$ cat config.mk
export PLATFORM = sky130hd
export DESIGN_NAME = cps_check_program_select_io
export DESIGN_NICKNAME = d
export VERILOG_FILES = /design/src/hw/cps_pkg.sv /design/src/hw/cps_check_program_select_io.sv /design/src/hw/cps_prog_mem.sv
export VERILOG_INCLUDE_DIRS = /design/src /design/src/hw
export SDC_FILE = /design/constraint.sdc
export NUM_CORES = 1
export LEC_CHECK = 0
export BUFFER_PORTS_ARGS = -buffer_cell sky130_fd_sc_hd__buf_2
export CAP_MARGIN = 20
export CORE_AREA = 2 2 171 173
export DETAILED_ROUTE_END_ITERATION = 6
export DIE_AREA = 0 0 173 175
export PLACE_DENSITY = 0.93
export SYNTH_ARGS = -nofsm -noshare
export SYNTH_HDL_FRONTEND = slang
export SYNTH_SLANG_ARGS = --single-unit
export TNS_END_PERCENT = 20
$ cat constraint.sdc
create_clock -name sys_clk -period 22.8 [get_ports sys_clk]
set_input_delay 1.14 -clock sys_clk [delete_from_list [all_inputs] [get_ports sys_clk]]
set_output_delay 1.14 -clock sys_clk [all_outputs]
set_load 0.05 [all_outputs]
$ cat src/hw/cps_regs.svh
// constants for the check program select block: timing counts, field layout, reset values
// assumes a 20 MHz system clock; included by the select block and the program store design files
`ifndef CPS_REGS_SVH
`define CPS_REGS_SVH

`define CPS_CLK_HZ 20000000
`define CPS_MS_PER_S 1000
`define CPS_CYC_PER_MS (`CPS_CLK_HZ / `CPS_MS_PER_S)
`define CPS_CHANGE_MAX_MS 300
`define CPS_CHANGE_MAX_CYC (`CPS_CHANGE_MAX_MS * `CPS_CYC_PER_MS)
`define CPS_TOL_MIN_MM 8'h02
`define CPS_SEL_NEAR 2'h0
`define CPS_SEL_FAR 2'h1
`define CPS_PROG_RST 1'h0
`define CPS_CFG_W 56
`define CPS_OFFX_LSB 0
`define CPS_OFFY_LSB 16
`define CPS_TOLX_LSB 32
`define CPS_TOLY_LSB 40
`define CPS_DIAM_LSB 48
`define CPS_CFG_RST 56'h0f_0505_0000_0000

`endif
$ cat src/hw/cps_pkg.sv
// types shared by the check program select block
// assumes cps_regs.svh for the numeric constants
package cps_pkg;
	typedef enum logic [2:0] {
		CPS_IDLE = 3'b001,
		CPS_READ = 3'b010,
		CPS_LOAD = 3'b100
	} cps_chg_state_t;
	typedef logic [1:0] cps_sel_t;
endpackage

$ cat src/hw/cps_check_program_select_io.sv
// check program selection from two switching inputs and four fine-positioning outputs
// assumes switching lines arrive asynchronously; config and measurement ports are on sys_clk
// Contract
// - configuration writes are refused unless the device is in service mode
// - select id = {high input, low input}; 0 near, 1 far, 2 and 3 undefined
// - all four positioning outputs go to 1 when marking lies inside tolerance area
// - target is marking centre shifted by the programmed offsets
// - with automatic change on, the selection inputs switch program in process mode
// - removed selection signals read as low, so program id 0 gets activated
// - with automatic change off, a program-change confirmation input triggers the switch
// - a change needs the selection levels stable for the whole delay time
// - delay time of zero disables automatic change like clearing the setting
// - a changeover completes within 300 ms of being accepted
// - the first switching line starts the program and opens or closes the reading gate
// - the fourth switching line activates fault-image memory writes into a ring buffer
// - switching lines five to eight are outputs carrying the positioning results
// - positioning tolerance limits below 2 mm are refused
// - positioning outputs are negative X, positive X, positive Y, negative Y
// - service mode deactivates all switching lines and process communication
`include "cps_regs.svh"
module cps_check_program_select_io
	import cps_pkg::*;
#(
	parameter int CYC_PER_MS = `CPS_CYC_PER_MS
)(
	input wire logic sys_clk,
	input wire logic rst,
	input wire logic serviceMode,
	input wire logic autoChangeEn,
	input wire logic [15:0] delayMs,
	input wire logic cfgWrEn,
	input wire logic cfgProg,
	input wire logic signed [15:0] cfgOffsetX,
	input wire logic signed [15:0] cfgOffsetY,
	input wire logic [7:0] cfgTolX,
	input wire logic [7:0] cfgTolY,
	input wire logic [7:0] cfgDiameter,
	input wire logic measValid,
	input wire logic signed [15:0] measX,
	input wire logic signed [15:0] measY,
	input wire logic trigger_line,
	input wire logic program_select_low,
	input wire logic program_select_high,
	input wire logic programChangeLine,
	input wire logic fault_image_line,
	output logic pos_out_neg_x,
	output logic pos_out_pos_x,
	output logic pos_out_pos_y,
	output logic pos_out_neg_y,
	output logic activeProgram,
	output logic changeBusy,
	output logic cfgReject,
	output logic undefinedSel,
	output logic readingGateOpen,
	output logic programStart,
	output logic faultMemActive,
	output logic imageWriteStart
);
	// synchroniser stages: [0] trigger, [1] sel low, [2] sel high, [3] confirm, [4] fault
	logic [4:0] pinMeta_q;
	logic [4:0] pinSync_q;
	logic [4:0] pinPrev_q;
	logic [31:0] stableCnt_q;
	cps_sel_t selPrev_q;
	cps_sel_t selSync;
	logic [31:0] delayCyc;
	logic qualified;
	logic autoEff;
	logic confirmRise;
	logic accept;
	cps_chg_state_t state_q;
	logic targetProg_q;
	logic reloadReq;
	logic tolBad;
	logic memRd;
	logic [`CPS_CFG_W-1:0] memRdData;
	logic [`CPS_CFG_W-1:0] activeCfg_q;
	logic signed [15:0] offX;
	logic signed [15:0] offY;
	logic [7:0] tolX;
	logic [7:0] tolY;
	logic [7:0] diam;
	logic signed [17:0] devX2;
	logic signed [17:0] devY2;
	logic signed [17:0] limX;
	logic signed [17:0] limY;
	logic insideX;
	logic insideY;

	// every pin crosses two flops; the second stage and its one-cycle-delayed copy (edge detect) feed logic
	always_ff @(posedge sys_clk or posedge rst) begin
		if (rst) begin
			pinMeta_q <= 5'h00;
			pinSync_q <= 5'h00;
			pinPrev_q <= 5'h00;
		end else begin
			pinMeta_q <= {fault_image_line, programChangeLine, program_select_high,
				program_select_low, trigger_line};
			pinSync_q <= pinMeta_q;
			pinPrev_q <= pinSync_q;
		end
	end

	// open inputs are expected to read low here, which lands on id 0
	assign selSync = {pinSync_q[2], pinSync_q[1]};
	assign delayCyc = 32'(delayMs) * 32'(CYC_PER_MS);
	// the count still holds its old value on the cycle the selection moves, so gate on that too
	assign qualified = (selSync == selPrev_q) && (stableCnt_q >= delayCyc);
	assign autoEff = autoChangeEn && (delayMs != 16'h0000);
	assign confirmRise = pinSync_q[3] && !pinPrev_q[3];

	// qualification timer, restarted by any change of the sampled selection
	always_ff @(posedge sys_clk or posedge rst) begin
		if (rst) begin
			selPrev_q <= `CPS_SEL_NEAR;
			stableCnt_q <= 32'h0000_0000;
		end else begin
			selPrev_q <= selSync;
			if (selSync != selPrev_q) begin
				stableCnt_q <= 32'h0000_0000;
			end else if (stableCnt_q != 32'hffff_ffff) begin
				stableCnt_q <= stableCnt_q + 32'h0000_0001;
			end
		end
	end

	// undefined ids never reach the program store; service mode blocks all changes
	always_comb begin
		accept = 1'b0;
		if (!serviceMode && (state_q == CPS_IDLE) && qualified && !selSync[1]) begin
			if (autoEff) begin
				accept = (selSync[0] != targetProg_q);
			end else begin
				accept = confirmRise;
			end
		end
	end

	// configuration gate: process mode and too-tight tolerances are refused
	assign tolBad = (cfgTolX < `CPS_TOL_MIN_MM) || (cfgTolY < `CPS_TOL_MIN_MM);
	assign reloadReq = cfgWrEn && serviceMode && !tolBad && (cfgProg == targetProg_q);

	always_ff @(posedge sys_clk or posedge rst) begin
		if (rst) begin
			cfgReject <= 1'b0;
		end else begin
			cfgReject <= cfgWrEn && (!serviceMode || tolBad);
		end
	end

	cps_prog_mem u_mem (
		.sys_clk(sys_clk),
		.rst(rst),
		.wrEn(cfgWrEn && serviceMode && !tolBad),
		.wrAddr(cfgProg),
		.wrData({cfgDiameter, cfgTolY, cfgTolX, cfgOffsetY, cfgOffsetX}),
		.rdEn(memRd),
		.rdAddr(targetProg_q),
		.rdData(memRdData)
	);

	assign memRd = (state_q == CPS_READ);

	// changeover: read the new program word, then load it; three cycles, far under 300 ms
	always_ff @(posedge sys_clk or posedge rst) begin
		if (rst) begin
			state_q <= CPS_IDLE;
			targetProg_q <= `CPS_PROG_RST;
		end else begin
			unique case (state_q)
				CPS_IDLE: begin
					if (accept) begin
						targetProg_q <= selSync[0];
						state_q <= CPS_READ;
					end else if (reloadReq) begin
						state_q <= CPS_READ;
					end
				end
				CPS_READ: begin
					state_q <= CPS_LOAD;
				end
				CPS_LOAD: begin
					state_q <= CPS_IDLE;
				end
				default: begin
					state_q <= CPS_IDLE;
				end
			endcase
		end
	end

	// active program word and status flags
	always_ff @(posedge sys_clk or posedge rst) begin
		if (rst) begin
			activeCfg_q <= `CPS_CFG_RST;
			activeProgram <= `CPS_PROG_RST;
			changeBusy <= 1'b0;
			undefinedSel <= 1'b0;
		end else begin
			if (state_q == CPS_LOAD) begin
				activeCfg_q <= memRdData;
				activeProgram <= targetProg_q;
			end
			changeBusy <= (state_q != CPS_IDLE) || accept || reloadReq;
			undefinedSel <= selSync[1];
		end
	end

	assign offX = activeCfg_q[`CPS_OFFY_LSB-1:`CPS_OFFX_LSB];
	assign offY = activeCfg_q[`CPS_TOLX_LSB-1:`CPS_OFFY_LSB];
	assign tolX = activeCfg_q[`CPS_TOLY_LSB-1:`CPS_TOLX_LSB];
	assign tolY = activeCfg_q[`CPS_DIAM_LSB-1:`CPS_TOLY_LSB];
	assign diam = activeCfg_q[`CPS_CFG_W-1:`CPS_DIAM_LSB];

	// doubled coordinates avoid halving an odd diameter: |2*dev| <= diam + 2*tol
	assign devX2 = 18'(measX - offX) <<< 1;
	assign devY2 = 18'(measY - offY) <<< 1;
	assign limX = 18'({1'b0, diam}) + 18'({tolX, 1'b0});
	assign limY = 18'({1'b0, diam}) + 18'({tolY, 1'b0});
	assign insideX = (devX2 <= limX) && (devX2 >= -limX);
	assign insideY = (devY2 <= limY) && (devY2 >= -limY);

	// positioning lines five to eight, updated per measurement, dark in service mode
	always_ff @(posedge sys_clk or posedge rst) begin
		if (rst) begin
			pos_out_neg_x <= 1'b0;
			pos_out_pos_x <= 1'b0;
			pos_out_pos_y <= 1'b0;
			pos_out_neg_y <= 1'b0;
		end else if (serviceMode) begin
			pos_out_neg_x <= 1'b0;
			pos_out_pos_x <= 1'b0;
			pos_out_pos_y <= 1'b0;
			pos_out_neg_y <= 1'b0;
		end else if (measValid) begin
			if (insideX && insideY) begin
				pos_out_neg_x <= 1'b1;
				pos_out_pos_x <= 1'b1;
				pos_out_pos_y <= 1'b1;
				pos_out_neg_y <= 1'b1;
			end else begin
				pos_out_neg_x <= (devX2 < -limX);
				pos_out_pos_x <= (devX2 > limX);
				pos_out_pos_y <= (devY2 > limY);
				pos_out_neg_y <= (devY2 < -limY);
			end
		end
	end

	// trigger and fault-image lines: levels plus a start pulse on each rising edge
	always_ff @(posedge sys_clk or posedge rst) begin
		if (rst) begin
			readingGateOpen <= 1'b0;
			programStart <= 1'b0;
			faultMemActive <= 1'b0;
			imageWriteStart <= 1'b0;
		end else begin
			readingGateOpen <= pinSync_q[0] && !serviceMode;
			programStart <= pinSync_q[0] && !pinPrev_q[0] && !serviceMode;
			faultMemActive <= pinSync_q[4] && !serviceMode;
			imageWriteStart <= pinSync_q[4] && !pinPrev_q[4] && !serviceMode;
		end
	end

	property p_cfg_proc_reject;
		@(posedge sys_clk) disable iff (rst)
		(cfgWrEn && !serviceMode) |=> cfgReject;
	endproperty
	a_cfg_proc_reject: assert property (p_cfg_proc_reject) else $error("write in process mode not refused");

	property p_tol_min;
		@(posedge sys_clk) disable iff (rst)
		(cfgWrEn && (cfgTolX < 8'h02)) |=> cfgReject;
	endproperty
	a_tol_min: assert property (p_tol_min) else $error("tolerance under minimum accepted");

	property p_svc_dark;
		@(posedge sys_clk) disable iff (rst)
		serviceMode |=> !(pos_out_neg_x || pos_out_pos_x || pos_out_pos_y || pos_out_neg_y
			|| readingGateOpen || faultMemActive);
	endproperty
	a_svc_dark: assert property (p_svc_dark) else $error("switching lines active in service");

	property p_all_one;
		@(posedge sys_clk) disable iff (rst)
		(measValid && !serviceMode && insideX && insideY) |=>
			(pos_out_neg_x && pos_out_pos_x && pos_out_pos_y && pos_out_neg_y);
	endproperty
	a_all_one: assert property (p_all_one) else $error("inside area but outputs not all one");

	property p_change_done;
		@(posedge sys_clk) disable iff (rst)
		accept |-> ##3 (activeProgram == $past(selSync[0], 3)) && (state_q == CPS_IDLE);
	endproperty
	a_change_done: assert property (p_change_done) else $error("changeover not completed");

	property p_zero_delay;
		@(posedge sys_clk) disable iff (rst)
		(delayMs == 16'h0000 && !confirmRise) |-> !accept;
	endproperty
	a_zero_delay: assert property (p_zero_delay) else $error("auto change with zero delay");

	property p_manual_confirm;
		@(posedge sys_clk) disable iff (rst)
		(accept && !autoEff) |-> confirmRise;
	endproperty
	a_manual_confirm: assert property (p_manual_confirm) else $error("manual change without confirm");

	property p_stable;
		@(posedge sys_clk) disable iff (rst)
		accept |-> (stableCnt_q >= delayCyc) && (selSync == $past(selSync)) && !selSync[1];
	endproperty
	a_stable: assert property (p_stable) else $error("change accepted before delay");

	property p_restart;
		@(posedge sys_clk) disable iff (rst)
		(selSync != selPrev_q) |=> (stableCnt_q == 32'h0000_0000);
	endproperty
	a_restart: assert property (p_restart) else $error("delay counter not restarted");
endmodule

$ cat src/hw/cps_prog_mem.sv
// per-program configuration store, one word per check program, registered read data
// assumes a single clock; writes and reads are same-domain strobes
`include "cps_regs.svh"
module cps_prog_mem
	import cps_pkg::*;
(
	input wire logic sys_clk,
	input wire logic rst,
	input wire logic wrEn,
	input wire logic wrAddr,
	input wire logic [`CPS_CFG_W-1:0] wrData,
	input wire logic rdEn,
	input wire logic rdAddr,
	output logic [`CPS_CFG_W-1:0] rdData
);
	logic [`CPS_CFG_W-1:0] mem_q [2];

	// each entry starts from the factory default so a changeover never loads unknowns
	for (genvar e = 0; e < 2; e++) begin : g_entry
		always_ff @(posedge sys_clk or posedge rst) begin
			if (rst) begin
				mem_q[e] <= `CPS_CFG_RST;
			end else if (wrEn && (wrAddr == 1'(e))) begin
				mem_q[e] <= wrData;
			end
		end
	end

	// read data held in a register until the next read
	always_ff @(posedge sys_clk or posedge rst) begin
		if (rst) begin
			rdData <= `CPS_CFG_RST;
		end else if (rdEn) begin
			rdData <= mem_q[rdAddr];
		end
	end
endmodule

==> flow_metrics.py, run 1 <==
metrics = {
    "detailed_routing": {
        "wl_um": 43800,
        "via_per_inst": 6.09,
        "drtPass1Iterations": 5,
        "vias": 13900,
        "wl_per_cell_um": 19.1,
        "antenna_left": 0,
        "drc": 0,
        "drt_iter0_markers": 1267,
    },
    "synth": {
        "syn_area_per_cell_um2": 10.4,
        "synthMuxAreaShare_pct": 11.8,
        "synth-edff-count": 0,
        "synthCells": 1762,
        "synth_warnings": 0,
        "ys_types": 70,
        "synth_simple_gate_area_share_pct": 10.4,
        "synth_fa_ha_area_share_pct": 18.4,
        "synth.area.top_cells": "dfrtp_1 35%, ha_1 14%, mux2_2 8.5%",
        "synth_nets": 2123,
        "synth_top_family_by_area": "adder cells",
        "seq_area_frac_synth_pct": 39.3,
        "synth.top_cell.area_share_pct": 34.5,
        "synth_flop_cell": "dfrtp_1",
        "async_flop_share_pct": 100,
        "synth_area_mm2": 0.0183,
        "synth_xor_area_share_pct": 4.59,
        "synth_seq_cells": 286,
        "synth_compound_area_share_pct": 10.7,
        "synth_area_leader_cell": "dfrtp_1",
    },
    "sta": {
        "tightest_slew_ns": 1.13,
        "min_period_ns": 6.91,
        "setup_viol": 0,
        "clock.fmax_mhz": 145,
        "rsz0062_at_grt": "false",
        "setup_tns_ns": 0,
        "slew_headroom_pct": 24.8,
        "hold_viol": 0,
        "fin_crit_sh_pct": 30.3,
        "drv_slew": 0,
        "setup_slack_ns": 15.89,
        "clock-skew-final_ns": 0.0267,
    },
    "power_and_ir_drop": {
        "power.leakage_nw": 9.74,
        "power.density_mw_per_mm2": 133,
        "vdd_drop_max_mv": 0.0810,
    },
    "clock_tree": {
        "root_buffer": "clkbuf_16",
        "clockBufferDepth": 3,
        "cts_tree": "built",
        "cts-resized-gates": 0,
        "clk_pin_slew_ns": 0.06,
        "htree_levels": 1,
        "postCtsSetupBuffers": 0,
        "clock_sinks": 286,
        "numCtsBuffers": 29,
        "clock_latency_ns": 0.56,
        "cts_hold_buf": 0,
    },
    "grt": {
        "grt_use_total_pct": 28.8,
        "grt_pass1_vias": 14400,
        "grt-ovfl-total": 0,
        "grt_start_max_net_pins": 159,
        "antenna_found_initial": 2,
        "grt_pass1_wl_um": 71500,
    },
    "placed_design": {
        "gp_congestion": 0.892,
        "pre_cts_slack_ns": 15.41,
        "dp_hpwl_um": 31100,
        "port_buffers": 127,
    },
    "worst_setup_path": {
        "path_class": "in2reg",
        "cp.required_ns": 23.22,
        "cp-end-kind": "flip-flop",
        "critPathLaunchType": "input pin",
        "crit_arrival_ns": 7.33,
        "worst-path-max-fanout": 6,
    },
    "final_layout": {
        "final_common_cell": "dfrtp_1",
        "syn2layout_area_growth_pct": 10.8,
        "final_cell_mix": "252 x dfrtp_1, 204 x ha_1, 183 x inv_1, 139 x mux2_2, 127 x buf_2",
        "nets": 2241,
        "drive_above_1_share_pct": 19.7,
    },
    "run_status": {
        "outcome": "completed",
    },
    "floorplan": {
        "ios": 128,
        "initial_utilization_pct": 64.6,
        "die_area_mm2": 0.0303,
        "fp.dieW_um": 173,
        "die_y_um": 175,
        "core_area_mm2": 0.0284,
        "rows": 62,
    },
    "min_path": {
        "hp-class": "reg2reg",
    },
    "flow_run": {
        "cap_viol_max_count": 0,
    },
}
==> per-layer routing <==
layer / part of all wire, % / wire length, µm / global-route usage (%) / vias to the layer above
li1: - / - / - / 6375
met1: 43 / 18900 / 39.9 / 6912
met2: 47 / 20500 / 47.0 / 555
met3: 7.1 / 3100 / 4.74 / 106
met4: 2.8 / 1210 / 8.79 / 0
met5: 0 / 0 / 0 / -
==> kinds of logic (layout without fill, tap and decap cells) <==
logic type / count (synthesis) / in the layout
XOR/XNOR: 96 / 96
flip-flops: 286 / 286
adder cells (fa/ha/maj): 245 / 245
buffers and inverters: 230 / 371
multiplexers: 199 / 199
AND/OR/NAND/NOR: 383 / 383
other: 0 / 2
AO/OA/AOI/OAI: 323 / 323
==> registers in the layout, summed over array words and instances (netlist names), 3 cells and up <==
register,cells
u_mem.mem_q,112
activeCfg_q,56
u_mem.rdData,56
stableCnt_q,32
pinMeta_q,5
pinSync_q,5
pinPrev_q,4
state_q,3
==> synth_stat cells, drive strengths merged, types with 10 or more instances <==
cell      n
or3      10
nand4    26
inv     184
a21o     42
nand2b   11
buf      17
and3     28
mux2    139
nor2b    13
ha      204
xnor2    55
nor4     11
nand3    23
nor3     26
dfstp    33
mux2i    60
dfrtp   253
o21bai   10
clkbuf   29
a31oi    13
nor2    125
a21oi   120
and2     11
fa       41
nand2    77
o21ai    81
xor2     41
==> worst max-delay path, cell delays in order <==
cell and delay [ns]:
buf_2 0.13, inv_1 0.12, fa_1 0.55, inv_1 0.04, ha_1 0.26, inv_1 0.05, fa_1 0.52, inv_1 0.04
ha_1 0.26, inv_1 0.05, fa_1 0.49, inv_1 0.04, ha_1 0.36, a21oi_1 0.22, o221a_2 0.24, o211ai_1 0.13
a31oi_1 0.26, a21oi_1 0.14, a221o_1 0.30, a21oi_1 0.18, xor2_1 0.21, ha_1 0.27, a211oi_1 0.22, o21ai_0 0.20
a2111o_1 0.38, a21oi_1 0.16, nor2_1 0.08, mux2_2 0.28
==> final cells by class <==
cell class	instances	area (µm²)
multi-input combinational	1246	10300
fill	1904	8080
sequential	286	7200
clock buffer	40	807
inverter	184	698
timing repair buffer	133	693
tap	384	480
clock inverter	14	159
antenna	2	5.00
==> final timing paths <==
kind | start | end | slack (ns) | cells after the start
min in group asynchronous | rst | pinMeta_q[1] | 0.78 | 2
max in group asynchronous | rst | u_mem.mem_q[74] | 20.69 | 3
min | pinMeta_q[3] | pinSync_q[3] | 0.35 | 0
min reg2reg | pinMeta_q[3] | pinSync_q[3] | 0.35 | 0
max reg2reg | activeCfg_q[32] | pos_out_pos_y | 17.76 | 19
max | delayMs[4] | targetProg_q | 15.89 | 28
==> where the power goes <==
part           total, W  switching (W)  internal, W  leakage (nW)
Combinational   0.00146       0.000846     0.000616          5.82
Sequential     0.000762      0.0000993     0.000662          3.43
Clock          0.000483       0.000201     0.000282         0.483
==> stage by stage <==
| step | cells | cell area (µm²) | hold slack (ns) | power, W | util (%) |
|---|---|---|---|---|---|
| CTS | 2287 | 20300 | 0.352 | 0.00268 | 71.5 |
| detailed placement | 2233 | 19300 | 0.339 | 0.00216 | 68.1 |
| global route | 2289 | 20300 | 0.353 | 0.00291 | 71.5 |
| global placement | 2233 | 19300 | 0.332 | 0.00208 | 68.1 |
| finish | 2289 | 20300 | 0.351 | 0.00271 | 71.5 |
| floorplan | 1762 | 18300 | 0.331 | 0.00181 | - |
No activity file was read; power rests on OpenSTA's default activity.
==> run 2: changes to the inputs <==
- CORE_AREA: 2 2 171 173 -> 2 2 184 186
- DIE_AREA: 0 0 173 175 -> 0 0 186 188
- PLACE_DENSITY: 0.93 -> 0.86
- clock period: 22.8 -> 6 ns (I/O delays scaled with it)
==> run 2 against run 1 <==
Net effect: sequential share of layout area is 1.9 points lower; register-to-register slack lost 17 ns; first-iteration DRC count down 9.6%; critical endpoint unchanged; sequential power increased to 3.8 times the previous value; global-route usage down 3.6 points; clock skew fell by 0.010 ns; count of clock-buffer cells in the layout grew 2; cell count grew 7.2%; die area increased by 16%; utilization fell by 6.8 points; worst setup slack got worse by 16 ns.
==> flow_metrics.py, run 2 (same netlist as run 1, synthesis figures left out) <==
metrics = {
    "detailed_routing": {
        "vias": 14000,
        "via_per_inst": 5.71,
        "wl_per_cell_um": 18.0,
        "wl_um": 44000,
        "drtPass1Iterations": 5,
        "drt_iter0_markers": 1146,
        "antenna_left": 0,
        "drc": 0,
    },
    "min_path": {
        "min_from": "cfgTolY[6]",
        "hp-class": "in2reg",
        "hold_depth": 2,
    },
    "power_and_ir_drop": {
        "vdd_drop_max_mv": 0.324,
        "power.leakage_nw": 10.2,
        "power.density_mw_per_mm2": 490,
        "p_total_w": 0.0105,
    },
    "worst_setup_path": {
        "critPathLaunchType": "input pin",
        "crit_arrival_ns": 6.23,
        "worst-path-max-fanout": 4,
        "rr_worst_depth": 18,
        "cp-end-kind": "flip-flop",
        "critPathLaunch": "delayMs[4]",
        "cp.required_ns": 6.46,
        "path_class": "in2reg",
        "r2r_start": "activeCfg_q[50]",
    },
    "run_status": {
        "outcome": "completed",
    },
    "clock_tree": {
        "numCtsBuffers": 31,
        "cts_tree": "built",
        "clock_sinks": 286,
        "root_buffer": "clkbuf_16",
        "clk_pin_slew_ns": 0.06,
        "htree_levels": 1,
        "clock_latency_ns": 0.59,
        "clockBufferDepth": 3,
    },
    "grt": {
        "grt-ovfl-total": 0,
        "grt_pass1_vias": 14200,
        "antenna_found_initial": 0,
        "grt_pass1_wl_um": 70600,
        "grt_use_total_pct": 25.3,
        "grt_start_max_net_pins": 169,
    },
    "sta": {
        "rsz0062_at_grt": "false",
        "clock-skew-final_ns": 0.0162,
        "drv_slew": 0,
        "fin_crit_sh_pct": 96.2,
        "min_period_ns": 5.77,
        "setup_tns_ns": 0,
        "slew_headroom_pct": 31.7,
        "hold_viol": 0,
        "setup_viol": 0,
        "tightest_slew_ns": 1.02,
        "clock.fmax_mhz": 173,
    },
    "final_layout": {
        "final_cell_mix": "252 x dfrtp_1, 204 x ha_1, 183 x inv_1, 139 x mux2_2, 127 x buf_2",
        "largestRegisters": "u_mem.mem_q (112), activeCfg_q (56), u_mem.rdData (56)",
        "diodes": 0,
        "drive_above_1_share_pct": 20.9,
        "nFillCells": 2399,
        "multi_input_area_mm2": 0.0103,
        "largest_reg_flops": 112,
        "ff_latch_area_mm2": 0.00720,
        "final_common_cell": "dfrtp_1",
        "top_register": "u_mem.mem_q",
        "syn2layout_area_growth_pct": 16.9,
        "nets": 2341,
    },
    "placed_design": {
        "gp_congestion": 0.864,
        "dp_hpwl_um": 31100,
        "port_buffers": 127,
    },
    "floorplan": {
        "rows": 67,
        "core_area_mm2": 0.0331,
        "fp.dieW_um": 186,
        "initial_utilization_pct": 55.4,
        "die_y_um": 188,
        "ios": 128,
        "die_area_mm2": 0.0350,
    },
    "flow_run": {
        "cap_viol_max_count": 0,
    },
}
[run 2: changes by cell type in the layout (fill, tap and decap cells not counted), sizes merged]
cell         delta
diode           -2
bufinv          +1
dlygate4sd3    +60
clkinv          -2
buf            +38
clkbuf          +2
clkinvlp        +3
[run 2: timing repair]
item | in CTS | in global routing
resized for setup | 0 | 8
hold buffers | 60 | 0
endpoints found under the hold margin | 138 | 0
buffers inserted | 0 | 1
setup endpoints to repair | 0 | 4
[run 2: routing by layer]
layer  track usage (%)  share of wire (%)  vias to the layer above
met3              3.48                5.8                       81
met5                 0                  0                        -
met1              34.7                 44                     6892
met4              6.63                2.6                        0
met2              42.1                 48                      438
li1                  -                  -                     6584
[run 2: final timing paths]
path | to | slack [ns]
max in group asynchronous | targetProg_q | 3.96
min reg2reg | pinSync_q[3] | 0.35
min | u_mem.mem_q[102] | 0.03
max | targetProg_q | 0.23
max reg2reg | pos_out_pos_y | 0.94
min in group asynchronous | u_mem.mem_q[100] | 0.48
[run 2: worst max-delay path, cell delays in order]
cell      delay [ns]
buf_2           0.09
inv_1           0.06
fa_1            0.53
inv_1           0.04
ha_1            0.26
inv_1           0.05
fa_1            0.53
inv_1           0.05
ha_1            0.28
inv_1           0.06
fa_1            0.50
inv_1           0.04
ha_1            0.34
a21oi_2         0.16
o221a_2         0.23
o211ai_1        0.14
a31oi_2         0.26
a21oi_1         0.12
a221o_1         0.30
a21oi_1         0.17
xor2_1          0.17
ha_1            0.27
a211oi_2        0.23
o21ai_1         0.15
a2111o_1        0.38
a21oi_2         0.18
nor2_1          0.07
mux2_2          0.27
[run 2: per-stage QoR]
stage               cells  hold WS, ns  instance area, µm²  worst slack, ns  utilization (%)
floorplan            1762        0.331               18300            0.114                -
global placement     2332        0.334               19700           -0.340             59.4
detailed placement   2332        0.335               19700           -0.544             59.4
CTS                  2450      0.00203               21400           0.0660             64.5
global route         2453      0.00148               21400           0.0140             64.7
finish               2453       0.0315               21400            0.229             64.7
[run 2: layout make-up]
cell class / count / share of cell area (%)
inverters: 184 / 3.24
repair buffers: 231 / 7.55
well taps: 448 / 2.61
clock buffers: 42 / 3.95
multi-input cells: 1246 / 48.0
flip-flops and latches: 286 / 33.6
clock inverters: 16 / 1.06
[run 2: where the power goes]
part / internal, W / total [W] / leakage, nW / switching [W]
Sequential: 0.00252 / 0.00287 / 3.43 / 0.000356
Combinational: 0.00250 / 0.00562 / 6.27 / 0.00312
Clock: 0.00118 / 0.00200 / 0.519 / 0.000827
==> run 3: changes to the inputs <==
- CAP_MARGIN: 20 -> 25
- CORE_AREA: 2 2 184 186 -> 2 2 175 177
- DIE_AREA: 0 0 186 188 -> 0 0 177 179
- PLACE_DENSITY: 0.86 -> 0.9
- clock period: 6 -> 5.9 ns (I/O delays scaled with it)
==> run 3 against run 2 <==
Net effect: sequential cell count unchanged; hold slack worse by 0.025 ns; cell count down 2.7%; clock skew up 0.0045 ns; wire length up 5.3%; worst setup slack better by 0.066 ns; register-to-register slack worse by 0.26 ns; clock power down 7%; largest cell class unchanged; largest power group unchanged.
==> flow_metrics.py, run 3 (same netlist as run 1, synthesis figures left out) <==
metrics = {
    "run_status": {
        "outcome": "completed",
    },
    "placed_design": {
        "place_inst": 2286,
        "dp_hpwl_um": 31100,
        "port_buffers": 127,
        "gp_congestion": 0.884,
        "pre_cts_slack_ns": -0.464,
        "place_area_mm2": 0.0197,
    },
    "worst_setup_path": {
        "critPathLaunchType": "input pin",
        "r2r_start": "activeCfg_q[50]",
        "ff2ff_setup_slack_ns": 0.68,
        "slowest_stage": "fa_1",
        "path_delay_family": "adder cells",
        "endpoint": "state_q[1]",
        "path_class": "in2reg",
        "worst-path-stages": 28,
        "cp.required_ns": 6.34,
        "cp-end-kind": "flip-flop",
        "max_stage_delay_ns": 0.54,
        "critPathLaunch": "delayMs[4]",
        "worst-path-max-fanout": 4,
        "rr_endpoint": "pos_out_pos_y",
        "rr_worst_depth": 18,
        "path_common_cell": "inv_1",
        "critPathBufInv": 7,
        "crit_arrival_ns": 6.05,
    },
    "final_layout": {
        "syn2layout_area_growth_pct": 15.4,
        "final_common_cell": "dfrtp_1",
        "top_register": "u_mem.mem_q",
        "nets": 2328,
        "largestRegisters": "u_mem.mem_q (112), activeCfg_q (56), u_mem.rdData (56)",
        "final_cell_mix": "252 x dfrtp_1, 203 x ha_1, 183 x inv_1, 139 x mux2_2, 127 x buf_2",
        "drive_above_1_share_pct": 21.6,
        "diodes": 0,
        "layout.cells.non_filler": 2386,
        "postLayoutCellArea_mm2": 0.0212,
        "largest_reg_flops": 112,
    },
    "detailed_routing": {
        "wl_met3_um": 3220,
        "drt_iter0_markers": 1111,
        "wl_met2_um": 22300,
        "via_per_inst": 5.99,
        "drc": 0,
        "antenna_left": 0,
        "dr.max_layer_used": "met5",
        "wl_per_cell_um": 19.4,
        "drtPass1Iterations": 5,
        "vias": 14300,
        "wl_um": 46400,
        "met1Wirelength_um": 19400,
    },
    "clock_tree": {
        "numCtsBuffers": 29,
        "clockBufferDepth": 3,
        "htree_levels": 1,
        "clock_sinks": 286,
        "cts_tree": "built",
        "clock_latency_ns": 0.57,
        "root_buffer": "clkbuf_16",
        "clk_pin_slew_ns": 0.06,
    },
    "sta": {
        "min_period_ns": 5.60,
        "slew_headroom_pct": 37.6,
        "clock.fmax_mhz": 178,
        "setup_slack_ns": 0.295,
        "setup_viol": 0,
        "clock-skew-final_ns": 0.0208,
        "drv_slew": 0,
        "hold_viol": 0,
        "fin_crit_sh_pct": 95.0,
        "tightest_slew_ns": 0.936,
    },
    "floorplan": {
        "initial_utilization_pct": 61.1,
        "ios": 128,
        "die_y_um": 179,
        "die_area_mm2": 0.0317,
        "rows": 64,
        "fp.dieW_um": 177,
        "core_area_mm2": 0.0300,
    },
    "power_and_ir_drop": {
        "power.leakage_nw": 10.1,
        "power.density_mw_per_mm2": 502,
        "p_seq_share_pct": 27.9,
        "internal_power_w": 0.00616,
        "p_sw_w": 0.00447,
        "pwr-share-comb_pct": 54.6,
        "p_sw_share_pct": 42.1,
        "clockPowerShare_pct": 17.5,
        "vdd_drop_max_mv": 0.285,
    },
    "min_path": {
        "hp-class": "in2reg",
    },
    "grt": {
        "grt_pass1_wl_um": 73300,
        "grt-ovfl-total": 0,
        "grt_pass1_vias": 14200,
        "grt_start_max_net_pins": 143,
        "grt_use_total_pct": 29.0,
        "antenna_found_initial": 1,
    },
    "flow_run": {
        "cap_viol_max_count": 0,
    },
}
[run 3: changes by cell type in the layout (fill, tap and decap cells not counted), sizes merged]
cell	before	now
clkinvlp	3	2
dlygate4sd3	60	44
buf	171	176
clkinv	7	10
bufinv	4	1
clkbuf	42	39
[run 3: cell type report]
type,instances,area (µm²)
tap,396,495
multi-input combinational,1246,10300
clock inverter,15,124
timing repair buffer,220,1510
sequential,286,7200
inverter,184,694
clock buffer,39,833
fill,1930,8860
[run 3: how the worst min path moves through the flow]
stage / start / to / slack (ns) / cells past startpoint
2_1_floorplan: trigger_line / pinMeta_q[0] / 0.33 / 0
3_3_place_gp: pinMeta_q[3] / pinSync_q[3] / 0.33 / 0
3_5_place_dp: pinMeta_q[3] / pinSync_q[3] / 0.34 / 0
4_1_cts: cfgTolX[4] / u_mem.mem_q[92] / 0.0004 / 2
5_1_grt: cfgOffsetX[9] / u_mem.mem_q[65] / 0.002 / 2
6_report: cfgTolX[4] / u_mem.mem_q[92] / 0.006 / 2
[run 3: routing by layer]
layer	vias up	global-route usage [%]
met4	2	8.40
met5	-	0
li1	6552	-
met3	128	4.01
met2	540	48.7
met1	7081	39.3
[run 3: through the flow]
step	util (%)	hold WS (ns)	setup TNS, ns	power, W
5_1_grt	70.5	0.00249	-0.0637	0.0115
2_1_floorplan	-	0.326	0	0.00699
3_5_place_dp	65.5	0.337	-1.72	0.00847
4_1_cts	70.1	0.000377	0	0.0104
3_3_place_gp	65.5	0.333	-1.21	0.00818
6_report	70.5	0.00622	0	0.0106
[run 3: worst register-to-register path: stages (launching register included)]
cell and delay (ns):
dfstp_2 0.61, ha_1 0.27, a21o_1 0.19, a21oi_1 0.27, o21bai_1 0.11, a21oi_1 0.25
o21bai_1 0.15, a21oi_1 0.24, xor2_1 0.54, and3_1 0.30, a21o_1 0.11, ha_1 0.23
and4_1 0.19, a221o_1 0.31, a21oi_1 0.23, nor4bb_1 0.46, a211oi_1 0.19, a32o_1 0.26
a31o_1 0.19
[run 3: timing repair]
action                     CTS  global route
hold buffers                43             1
buffers inserted             0             0
resized for setup            0            11
hold endpoints to repair    91             1
setup endpoints to repair    0             4
[run 3: power groups by stage]
| stage | clock, W | sequential (W) | combinational [W] |
|---|---|---|---|
| after floorplan | 0 | 0.00284 | 0.00415 |
| after global placement | 0 | 0.00288 | 0.00530 |
| after detailed placement | 0 | 0.00293 | 0.00554 |
| after CTS | 0.00185 | 0.00292 | 0.00566 |
| after global routing | 0.00195 | 0.00300 | 0.00650 |
| final | 0.00186 | 0.00296 | 0.00581 |
